File: config.mk
export PLATFORM = sky130hd
export DESIGN_NAME = cls_lock_status
export DESIGN_NICKNAME = d
export VERILOG_FILES = /design/src/design/cls_pkg.sv /design/src/design/cls_cfg_if.sv /design/src/design/cls_cfg_apply.sv /design/src/design/cls_lock_status.sv
export SDC_FILE = /design/constraint.sdc
export NUM_CORES = 1
export LEC_CHECK = 0
export ABC_AREA = 1
export BUFFER_PORTS_ARGS = -buffer_cell sky130_fd_sc_hd__buf_2
export CORE_ASPECT_RATIO = 0.9
export CORE_UTILIZATION = 28
export DETAILED_ROUTE_END_ITERATION = 16
export GPL_ROUTABILITY_DRIVEN = 0
export PLACE_DENSITY = 0.47
export SLEW_MARGIN = 40
export SYNTH_ARGS = -nofsm -noshare
export SYNTH_HDL_FRONTEND = slang
export SYNTH_SLANG_ARGS = --single-unit
File: constraint.sdc
create_clock -name i_mclk -period 2.03 [get_ports i_mclk]
set_clock_uncertainty 0.15 [all_clocks]
set_input_delay 0.1015 -clock i_mclk [delete_from_list [all_inputs] [get_ports i_mclk]]
set_output_delay 0.1015 -clock i_mclk [all_outputs]
set_load 0.05 [all_outputs]
File: src/design/cls_pkg.sv
/*
  Package for the configuration lock and device status register bank.
  Holds offsets, field positions, reset values, the unlock key and timing counts.
  Assumes a 32-bit software register port with word addresses given as byte addresses.
*/
package cls_pkg;

  localparam int unsigned ADDR_W = 32;
  localparam int unsigned DATA_W = 32;

  // Register byte addresses.
  localparam logic [31:0] DEVICE_STATUS_OFFSET = 32'h01B3F004;
  localparam logic [31:0] CONFIG_LOCK_OFFSET   = 32'h01B3F018;
  localparam logic [31:0] PERIPH_CONFIG_OFFSET = 32'h01B3F000;

  localparam logic [31:0] UNLOCK_KEY          = 32'h10C0010C;
  localparam logic        LOCK_FLAG_RESET     = 1'h1;
  localparam int unsigned LOCK_FLAG_BIT       = 0;
  localparam logic [31:0] PERIPH_CONFIG_RESET = 32'h00000000;

  // Device status field positions.
  localparam int unsigned DS_NET_MAC_ENABLED_BIT    = 11;
  localparam int unsigned DS_HP_WIDTH_BIT  = 10;
  localparam int unsigned DS_EEAI_BIT      = 9;
  localparam int unsigned DS_PCI_EN_BIT    = 8;
  localparam int unsigned DS_CLK_MULT_LSB  = 5;
  localparam int unsigned DS_LITTLE_ENDIAN_FLAG_BIT   = 4;
  localparam int unsigned DS_BOOT_LSB      = 2;
  localparam int unsigned DS_EXT_CLK_LSB   = 0;

  // Latency of the configuration write path, and the settle time after enable.
  localparam int unsigned CFG_APPLY_CYCLES   = 2;
  localparam int unsigned ENABLE_WAIT_CYCLES = 128;

endpackage : cls_pkg

File: src/design/cls_cfg_if.sv
/*
  Interface carrying a configuration write from the register front end to the apply stage.
  Assumes both ends share i_mclk.
*/
`timescale 1ns/10ps
interface cls_cfg_if;
  logic        wr_req;
  logic [31:0] wr_data;
  logic        busy;
  logic [31:0] cfg_value;

  modport front (output wr_req, output wr_data, input busy, input cfg_value);
  modport apply (input wr_req, input wr_data, output busy, output cfg_value);
endinterface : cls_cfg_if

File: src/design/cls_cfg_apply.sv
/*
  Apply stage for the peripheral configuration register.
  A write travels through a short pipeline before it lands, as in a posted bus path.
  Assumes one clock and a synchronous active-low reset.
*/
`timescale 1ns/10ps
module cls_cfg_apply
(
  input  wire logic i_mclk,    // Clock.
  input  wire logic i_reset_n, // Synchronous reset, active low.
  cls_cfg_if.apply  cfg        // Write request in, stored value out.
);

  logic [31:0] data_q;
  logic [1:0]  cnt_q;
  logic        pend_q;
  logic [31:0] cfg_q;

  localparam logic [1:0] APPLY_LAST = 2'(cls_pkg::CFG_APPLY_CYCLES - 1);

  always_ff @(posedge i_mclk)
  begin
    if (!i_reset_n)
    begin
      pend_q <= 1'b0;
      cnt_q  <= 2'h0;
      data_q <= 32'h00000000;
    end
    else if (cfg.wr_req)
    begin
      pend_q <= 1'b1;
      cnt_q  <= 2'h0;
      data_q <= cfg.wr_data;
    end
    else if (pend_q)
    begin
      if (cnt_q == APPLY_LAST)
        pend_q <= 1'b0;
      cnt_q <= cnt_q + 2'h1;
    end
  end

  always_ff @(posedge i_mclk)
  begin
    if (!i_reset_n)
      cfg_q <= cls_pkg::PERIPH_CONFIG_RESET;
    else if (pend_q && cnt_q == APPLY_LAST)
      cfg_q <= data_q;
  end

  assign cfg.busy      = pend_q || cfg.wr_req;
  assign cfg.cfg_value = cfg_q;

endmodule : cls_cfg_apply

File: src/design/cls_lock_status.sv
/*
  Configuration lock, peripheral configuration register and device status register.
  Assumes a simple software port: one-cycle strobes, read data one cycle after the read strobe unless a configuration read is held,
  and configuration straps that are stable while reset is held and at its release.
*/
// The strobed register port was decided locally.
// Summary of operation
// Lock flag reads in bit 0 of the lock register; set out of reset.
// Configuration writes are dropped while the lock flag is set.
// Configuration register reads back regardless of the lock flag.
// Writing the full 32-bit unlock key to the lock register clears the flag.
// Lock register bits 31:1 read zero; writes to them change nothing.
// Every configuration write sets the lock flag again.
// Software should set all enables in one configuration write.
// A configuration read after a write waits until the write has landed.
// Masters wait 128 cycles after an enable before using that peripheral.
// Masters never access a peripheral whose enable is clear.
// Status bit 11 shows network MAC enable; no effect when PCI enabled.
// Status bit 10 shows host port width: 0 16-bit, 1 32-bit.
// Status bit 9 shows PCI EEPROM auto-initialisation.
// Status bit 8 shows PCI enable.
// Status bits 6:5 show the CPU clock multiplier.
// Status bit 4 shows byte order, 1 little-endian.
// Status bits 3:2 show the boot mode.
// Status bits 1:0 show the external memory clock source.
// Peripheral enables change only while the lock flag is clear. An accepted write lands two cycles later, after it has set the flag again.
// Status register is read-only; bits 31:12 and 7 read zero.
`timescale 1ns/10ps
module cls_lock_status
(
  input  wire logic        i_mclk,             // Clock, 100 MHz.
  input  wire logic        i_reset_n,          // Synchronous reset, active low.
  input  wire logic [31:0] i_addr,             // Register byte address.
  input  wire logic [31:0] i_wdata,            // Write data.
  input  wire logic        i_wr,               // Write strobe.
  input  wire logic        i_rd,               // Read strobe.
  output logic      [31:0] o_rdata,            // Read data, one cycle after i_rd; later for a held configuration read.
  output logic             o_rvalid,           // Read data valid.
  input  wire logic        i_net_mac_enabled,  // Strap: network MAC enable.
  input  wire logic        i_host_port_width,  // Strap: host port width.
  input  wire logic        i_pci_eeprom_autoinit, // Strap: PCI EEPROM init.
  input  wire logic        i_pci_enable,       // Strap: PCI enable.
  input  wire logic [1:0]  i_cpu_clock_multiplier, // Strap: CPU clock multiplier.
  input  wire logic        i_little_endian_flag, // Strap: byte order.
  input  wire logic [1:0]  i_boot_mode,        // Strap: boot mode.
  input  wire logic [1:0]  i_ext_mem_clock_source, // Strap: memory clock source.
  output logic      [31:0] o_peripheral_config, // Applied configuration value.
  output logic             o_lock_flag         // Current lock flag.
);

  ////////////////////////////////////////////////////////////////////////////////////////////
  // Decode.

  cls_cfg_if cfg_bus ();

  // A read is either answered at once or parked until a configuration write has landed.
  typedef enum logic {
    RD_IDLE,
    RD_HELD
  } cls_rd_state_t;

  cls_rd_state_t rd_state_q;
  logic          lock_flag_q;
  logic          in_reset_q;
  logic [11:0]   status_q;
  logic          rvalid_q;
  logic [31:0]   rdata_q;
  logic [31:0]   read_mux;
  logic          hit_lock;
  logic          hit_cfg;
  logic          hit_stat;
  logic          cfg_write;
  logic          key_write;
  logic          held_done;
  logic          read_now;

  ////////////////////////////////////////////////////////////////////////////////////////////
  // Helpers.

  // Whole-word compare: partial decoding would alias the lock onto other addresses.
  function automatic logic addr_hit
  (
    input logic [31:0] addr,   // Address on the port.
    input logic [31:0] offset  // Register byte address.
  );
    addr_hit = (addr == offset);
  endfunction : addr_hit

  // The key is matched on all 32 bits, so a near miss never unlocks the register.
  function automatic logic key_match
  (
    input logic [31:0] data    // Write data on the port.
  );
    key_match = (data == cls_pkg::UNLOCK_KEY);
  endfunction : key_match

  // Lock register read word: only the flag bit is live.
  function automatic logic [31:0] lock_word
  (
    input logic flag           // Current lock flag.
  );
    logic [31:0] word;
    word                         = 32'h00000000;
    word[cls_pkg::LOCK_FLAG_BIT] = flag;
    lock_word                    = word;
  endfunction : lock_word

  // Places each strap at its status position; bit 7 and bits 31:12 are never driven.
  function automatic logic [11:0] pack_status
  (
    input logic       mac,     // Network MAC enable.
    input logic       width,   // Host port width.
    input logic       eeai,    // PCI EEPROM auto-initialisation.
    input logic       pci,     // PCI enable.
    input logic [1:0] mult,    // CPU clock multiplier.
    input logic       lend,    // Byte order.
    input logic [1:0] boot,    // Boot mode.
    input logic [1:0] clk_src  // External memory clock source.
  );
    logic [11:0] word;
    word                                = 12'h000;
    word[cls_pkg::DS_NET_MAC_ENABLED_BIT]        = mac;
    word[cls_pkg::DS_HP_WIDTH_BIT]      = width;
    word[cls_pkg::DS_EEAI_BIT]          = eeai;
    word[cls_pkg::DS_PCI_EN_BIT]        = pci;
    word[cls_pkg::DS_CLK_MULT_LSB +: 2] = mult;
    word[cls_pkg::DS_LITTLE_ENDIAN_FLAG_BIT]       = lend;
    word[cls_pkg::DS_BOOT_LSB +: 2]     = boot;
    word[cls_pkg::DS_EXT_CLK_LSB +: 2]  = clk_src;
    pack_status                         = word;
  endfunction : pack_status

  assign hit_lock  = addr_hit(i_addr, cls_pkg::CONFIG_LOCK_OFFSET);
  assign hit_cfg   = addr_hit(i_addr, cls_pkg::PERIPH_CONFIG_OFFSET);
  assign hit_stat  = addr_hit(i_addr, cls_pkg::DEVICE_STATUS_OFFSET);
  assign key_write = i_wr && hit_lock && key_match(i_wdata);

  // Locked writes never reach the apply stage.
  assign cfg_write       = i_wr && hit_cfg && !lock_flag_q;
  assign cfg_bus.wr_req  = cfg_write;
  assign cfg_bus.wr_data = i_wdata;

  cls_cfg_apply u_apply
  (
    .i_mclk    (i_mclk),
    .i_reset_n (i_reset_n),
    .cfg       (cfg_bus.apply)
  );

  ////////////////////////////////////////////////////////////////////////////////////////////
  // Lock flag.

  always_ff @(posedge i_mclk)
  begin
    if (!i_reset_n)
      lock_flag_q <= cls_pkg::LOCK_FLAG_RESET;
    else if (i_wr && hit_cfg)
      lock_flag_q <= 1'b1;
    else if (key_write)
      lock_flag_q <= 1'b0;
  end

  ////////////////////////////////////////////////////////////////////////////////////////////
  // Strap capture: taken on the first clock after reset releases, never under reset itself.

  always_ff @(posedge i_mclk)
  begin
    if (!i_reset_n)
      in_reset_q <= 1'b1;
    else
      in_reset_q <= 1'b0;
  end

  always_ff @(posedge i_mclk)
  begin
    if (!i_reset_n)
      status_q <= 12'h000;
    else if (in_reset_q)
      status_q <= pack_status(i_net_mac_enabled, i_host_port_width, i_pci_eeprom_autoinit,
                              i_pci_enable, i_cpu_clock_multiplier, i_little_endian_flag,
                              i_boot_mode, i_ext_mem_clock_source);
  end

  ////////////////////////////////////////////////////////////////////////////////////////////
  // Read path. A configuration read that meets a pending write is held back until the write
  // lands, then answered; strobes arriving meanwhile are not expected from the master.

  assign held_done = (rd_state_q == RD_HELD) && !cfg_bus.busy;
  assign read_now  = i_rd && !(hit_cfg && cfg_bus.busy);

  // Unmapped addresses read as zero rather than floating old data.
  always_comb
  begin
    read_mux = 32'h00000000;
    if (hit_lock)
      read_mux = lock_word(lock_flag_q);
    else if (hit_cfg)
      read_mux = cfg_bus.cfg_value;
    else if (hit_stat)
      read_mux = {20'h00000, status_q};
  end

  always_ff @(posedge i_mclk)
  begin
    if (!i_reset_n)
      rd_state_q <= RD_IDLE;
    else
    begin
      unique case (rd_state_q)
        RD_IDLE:
          if (i_rd && hit_cfg && cfg_bus.busy)
            rd_state_q <= RD_HELD;
        RD_HELD:
          if (!cfg_bus.busy)
            rd_state_q <= RD_IDLE;
      endcase
    end
  end

  always_ff @(posedge i_mclk)
  begin
    if (!i_reset_n)
      rvalid_q <= 1'b0;
    else
      rvalid_q <= held_done || read_now;
  end

  // The held answer takes priority; the master issues nothing else while a read is held.
  always_ff @(posedge i_mclk)
  begin
    if (!i_reset_n)
      rdata_q <= 32'h00000000;
    else if (held_done)
      rdata_q <= cfg_bus.cfg_value;
    else if (read_now)
      rdata_q <= read_mux;
    else
      rdata_q <= 32'h00000000;
  end

  assign o_rdata             = rdata_q;
  assign o_rvalid            = rvalid_q;
  assign o_peripheral_config = cfg_bus.cfg_value;
  assign o_lock_flag         = lock_flag_q;

endmodule : cls_lock_status

Word-level counts from Yosys, hierarchy flattened
Cells that the tools add are included.
{"block": "totals", "wordCells": 47, "out_inout_bits": 66, "inputBits": 79, "regBits": 114}
{"block": "op_classes", "eq_ne": 5, "reduce_logical": 17, "muxes": 12, "addsub": 1, "n_bitwise": 2}
{"op": "32-bit 2-to-1 mux", "count": 4}
{"op": "32-bit by 25-bit equality test with 1-bit output (second input constant)", "count": 3}
{"op": "32-bit by 29-bit equality test with 1-bit output (second input constant)", "count": 1}
{"op": "12-bit 2-to-1 mux", "count": 1}
{"op": "1-bit logical AND", "count": 10}
{"op": "1-bit 2-to-1 mux", "count": 6}
{"op": "2-bit OR reduction", "count": 2}
{"op": "1-bit zero test", "count": 3}
{"op": "2-bit by 1-bit adder with 2-bit output (second input constant)", "count": 1}
{"op": "2-bit by 1-bit equality test with 1-bit output (second input constant)", "count": 1}
{"op": "1-bit logical OR", "count": 2}
{"op": "1-bit inverter", "count": 2}
{"op": "1-bit case mux with 2 select lines", "count": 1}

Logic depth before layout (Yosys ltp)
{"block": "logic_depth", "word_depth": 9, "mapped_depth": 12, "mapped_depth_nobuf": 11}

By module
Synthesis repeated with hierarchy kept, for this count alone.
{"block": "hier_totals", "cells_unflattened": 686, "area_unflattened_um2": 4734.5}
{"mod": "cls_cfg_apply", "area_per_inst_um2": 2537.4, "cells_each": 359, "seq_area_each_um2": 1341.3, "instances": 1}
{"mod": "cls_lock_status", "area_per_inst_um2": 2197.1, "cells_each": 327, "seq_area_each_um2": 940.9, "instances": 1}

Worst setup path before layout
Ideal clock, no wire load.
{"block": "synth_path", "path_type": "flip-flop to flip-flop", "startpoint": "register lock_flag_q (netlist: o_lock_flag)", "endpoint": "register rdata_q[10] (netlist: o_rdata[10])", "period_less_slack_ns": 1.684, "setup_ns": 0.070, "path_stages_with_launch": 8, "path_slack_ns": 0.346, "arrival_ns": 1.464, "path_buffers": 1, "t_required_ns": 1.810, "path_cell_list": "dfxtp_1 inv_1 nand3_4 nand3_2 inv_2 buf_2 nand2_1 a21oi_1"}
{"block": "synth_between", "elab_chain_cells": 8, "elab_cells_between_ends": 10, "classes_between": "2 x mux; 8 x reduce/logical"}
{"item": "from (decl)", "line_no": "cls_lock_status.sv:63", "text": "logic lock_flag_q;"}
{"item": "from (signal assigned)", "line_no": "cls_lock_status.sv:156", "text": "lock_flag_q <= cls_pkg::LOCK_FLAG_RESET;"}
{"item": "1-bit zero test (*)", "line_no": "cls_lock_status.sv:139", "text": "assign cfg_write = i_wr && hit_cfg && !lock_flag_q;"}
{"item": "1-bit logical AND (*)", "line_no": "cls_lock_status.sv:139"}
{"item": "1-bit logical OR (*)", "line_no": "cls_cfg_apply.sv:51", "text": "assign cfg.busy = pend_q || cfg.wr_req;"}
{"item": "1-bit logical AND", "line_no": "cls_lock_status.sv:189", "text": "assign read_now = i_rd && !(hit_cfg && cfg_bus.busy);"}
{"item": "1-bit zero test", "line_no": "cls_lock_status.sv:189"}
{"item": "1-bit logical AND", "line_no": "cls_lock_status.sv:189"}
{"item": "32-bit 2-to-1 mux", "line_no": "cls_lock_status.sv:235", "text": "else if (read_now)"}
{"item": "32-bit 2-to-1 mux (*)", "line_no": "cls_lock_status.sv:233", "text": "else if (held_done)"}
{"item": "to (signal assigned)", "line_no": "cls_lock_status.sv:234", "text": "rdata_q <= cfg_bus.cfg_value;"}
{"item": "to (signal assigned)", "line_no": "cls_lock_status.sv:236", "text": "rdata_q <= read_mux;"}
{"item": "to (decl)", "line_no": "cls_lock_status.sv:67", "text": "logic [31:0] rdata_q;"}
Every way passes the cells marked *; elsewhere a longest branch is shown, timed or not.
A chain may end at the register's enable or synchronous reset.

Final worst setup path
{"block": "layout_path", "startpoint": "input i_wdata[12]", "endpoint": "register lock_flag_q (netlist: o_lock_flag)"}
{"block": "layout_between", "elab_chain_cells": 2}
{"item": "from (decl)", "line_no": "cls_lock_status.sv:34", "text": "input wire logic [31:0] i_wdata,"}
{"item": "32-bit by 29-bit equality test with 1-bit output", "line_no": "cls_lock_status.sv:94", "text": "key_match = (data == cls_pkg::UNLOCK_KEY);"}
{"item": "1-bit logical AND", "line_no": "cls_lock_status.sv:136", "text": "assign key_write = i_wr && hit_lock && key_match(i_wdata);"}
Every way passes these cells.

==> results.yml <==
setup_path:
  critPathArrivalTime_ns: 1.75
  critical-path-slowest-cell: "sky130_fd_sc_hd__dlygate4sd3_1"
  critPathKind: "in -> reg"
  worstPathMaxFanout: 2
  critPathMaxStageDelay_ns: 0.54
  worst-endpoint-required_ns: 2.17
  crit_path_cell_trace: "dlygate4sd3_1 -> buf_2 -> nor4_1 -> nand4_1 -> nor3_1 -> o21bai_1"
  start_kind: "input port"
  worstSetupEndpointType: "register"
  reg2reg_depth: 6
sta:
  final-setup-viol-count: 0
  setup_ws_ns: 0.423
  finalSetupTns_ns: 0
  report.final.hold_viol_count: 0
  slew-limit-headroom_pct: 64.3
  grt_setup_unrepaired: "false"
  fmax_ghz: 0.622
  timing.final.crit_share_pct: 79.1
  worstMarginPinSlew_ns: 0.536
  timing.final.crit_period_ns: 1.61
  timing.final.max_slew_violations: 0
clock_network:
  cts_setup_buffers: 0
  clkLatencyLatePin_ns: 0.41
  post_cts_resize_count: 0
  clock-root-buffer: "sky130_fd_sc_hd__clkbuf_16"
  cts_tree: "done"
  cts-htree-levels: 4
  clk_path_buf_depth: 2
  cts.reportedPaths.clkPinSlew_ns: 0.05
  total_cts_buffers: 17
  cts.sinks: 114
die:
  die_outline_area_um2: 16000
  io_pins: 145
  start_util_pct: 29.0
  design.core.area_um2: 14900
  fp.dieW_um: 133
  std_cell_rows: 42
  die_y_um: 120
hold_path:
  min-delay-path-class: "in -> reg"
  min_path_cells: 7
synth:
  netlist_area_um2: 4330
  synth_cells: 553
  syn-num-nets: 633
  syn_avg_cell_area_um2: 7.83
  synth_sequential_area_ratio_pct: 52.7
  post_synthesis_cell_type_count: 27
  ys_seq_elements: 114
  synthesis.yosys.warnings: 0
grt:
  antenna_violations_before_repair: 0
  grt_max_degree: 60
  grt_overflow: 0
  first_global_vias: 4073
  global_route_wire_length_before_repair_mm: 19.8
  groute.usage.overall_pct: 16.2
power_and_ir_drop:
  static-leakage-power_nw: 2.72
  netSwitchingPower_mw: 1.15
  irDropWorstVdd_mv: 0.539
  clkPwrFrac_pct: 53.4
  pwr-share-seq_pct: 41.7
  power_density_nw_per_um2: 868
  total_power_mw: 5.45
  power_report.internal_total_mw: 4.30
  comb_power_share_pct: 4.9
  power_switching_share_pct: 21.0
routing:
  drt_drc_violations_left: 0
  first_pass_iters: 4
  route.antenna.remaining_nets: 0
  wire_per_inst_um: 13.0
  detailedRoute.firstIterationViolations: 213
  total_routed_length_mm: 12.4
  route.detailed.vias_per_inst: 4.40
  num_vias: 4175
finish:
  syn2layout_area_growth_pct: 44.9
  insertedDiodeCount: 0
  finalNetCount: 819
  layout.core_utilization_pct: 42.0
  layout_commonest_cell: "sky130_fd_sc_hd__buf_2"
  layout.cells.most_common_list: "sky130_fd_sc_hd__buf_2 (144), sky130_fd_sc_hd__dfxtp_1 (114), sky130_fd_sc_hd__nand2_1 (99)"
  fraction_of_layout_cells_with_a_size_suffix_above_1_pct: 26.9
  layout.cell_area.non_filler_um2: 6270
placed_design:
  placement.io_buffers: 144
  place_ws_ns: 0.148
  post-dp-hpwl_mm: 8.38
  dpl-instance-area_um2: 5240
run:
  max_cap_viol_count: 0
status:
  run_status: "completed"
## flip-flops by register name, indices dropped and copies added, names as in the netlist
register	cells
u_apply.cnt_q	2
o_lock_flag	1
u_apply.data_q	32
o_rdata	32
in_reset_q	1
u_apply.pend_q	1
rd_state_q	1
status_q	11
u_apply.cfg.cfg_value	32
o_rvalid	1
## final cells by class
cell class                 count  area [um2]
timing repair buffer         201        1280
sequential                   114        2280
fill                        1562        8650
tap                          198         248
clock buffer                  19         433
clock inverter                12         141
multi-input combinational    355        1700
inverter                      50         188
## cells in the mapped netlist
cell / count / area share [%]
sky130_fd_sc_hd__dfxtp_1: 114 / 53
sky130_fd_sc_hd__nand2_1: 99 / 8.6
sky130_fd_sc_hd__nor2_1: 79 / 6.8
sky130_fd_sc_hd__a21oi_1: 58 / 6.7
sky130_fd_sc_hd__o21ai_0: 48 / 5.5
sky130_fd_sc_hd__inv_1: 47 / 4.1
sky130_fd_sc_hd__clkbuf_1: 21 / 1.8
sky130_fd_sc_hd__nand4_1: 15 / 2.2
sky130_fd_sc_hd__nand3_1: 14 / 1.6
sky130_fd_sc_hd__a211oi_1: 11 / 1.9
sky130_fd_sc_hd__nor3_2: 11 / 2.5
sky130_fd_sc_hd__buf_2: 7 / 0.81
sky130_fd_sc_hd__nor4_1: 7 / 1.0
sky130_fd_sc_hd__nor3_1: 4 / 0.46
sky130_fd_sc_hd__buf_4: 3 / 0.52
sky130_fd_sc_hd__inv_2: 3 / 0.26
sky130_fd_sc_hd__buf_1: 2 / 0.17
sky130_fd_sc_hd__and3_1: 1 / 0.14
sky130_fd_sc_hd__buf_6: 1 / 0.26
sky130_fd_sc_hd__ha_1: 1 / 0.29
sky130_fd_sc_hd__nand3_2: 1 / 0.23
sky130_fd_sc_hd__nand3_4: 1 / 0.40
sky130_fd_sc_hd__nor2_2: 1 / 0.14
sky130_fd_sc_hd__nor2_4: 1 / 0.26
sky130_fd_sc_hd__o21ai_1: 1 / 0.12
sky130_fd_sc_hd__o21bai_1: 1 / 0.17
sky130_fd_sc_hd__xnor2_1: 1 / 0.20
## critical path, delay by kind of cell
kind	cells	cell delay [ns]
AND/OR/NAND/NOR	3	0.90
buffers and inverters	2	0.67
AO/OA/AOI/OAI	1	0.08
## cell families after synthesis
group / after synthesis / synth area share, %
xor gates and xnor gates: 1 / 0.202
DFF: 114 / 52.7
AOI/OAI and AO/OA: 119 / 14.5
and+or+nand+nor: 234 / 24.4
buffers and inverters: 84 / 7.92
adders and majority gates: 1 / 0.289
## power by group through the flow
stage	registers [mW]	clock network, mW	logic, mW
after floorplan	2.31	0	0.0791
after global placement	2.31	0	0.196
after detailed placement	2.31	0	0.200
after CTS	2.27	2.98	0.269
after global routing	2.27	3.07	0.297
final	2.27	2.91	0.268
## layer usage
metal	share of wire, %	vias up	global-route usage (%)
met5	0	-	0
met4	1.6	0	7.26
met3	4.6	15	4.35
met2	46	108	25.9
met1	47	1876	20.3
li1	-	2176	-
## worst paths after layout
| check | start | to | slack, ns |
|---|---|---|---|
| hold / removal | i_addr[5] | o_lock_flag | 0.07 |
| hold reg to reg | u_apply.data_q[8] | u_apply.cfg.cfg_value[8] | 0.30 |
| setup reg to reg | o_lock_flag | o_rdata[2] | 0.44 |
| setup / recovery | i_wdata[12] | o_lock_flag | 0.42 |
## timing repair
| item | in CTS | in global routing |
|---|---|---|
| hold buffers | 46 | 0 |
| endpoints found under the hold margin | 60 | 0 |
| endpoints found under the setup margin | 0 | 0 |
## stage by stage
step,hold slack (ns),cells
3_5_place_dp,0.181,872
5_1_grt,0.112,949
2_1_floorplan,0.0863,553
3_3_place_gp,0.176,872
4_1_cts,0.0444,949
6_report,0.0671,949
Note: power is estimated with default switching activity, not from simulation.
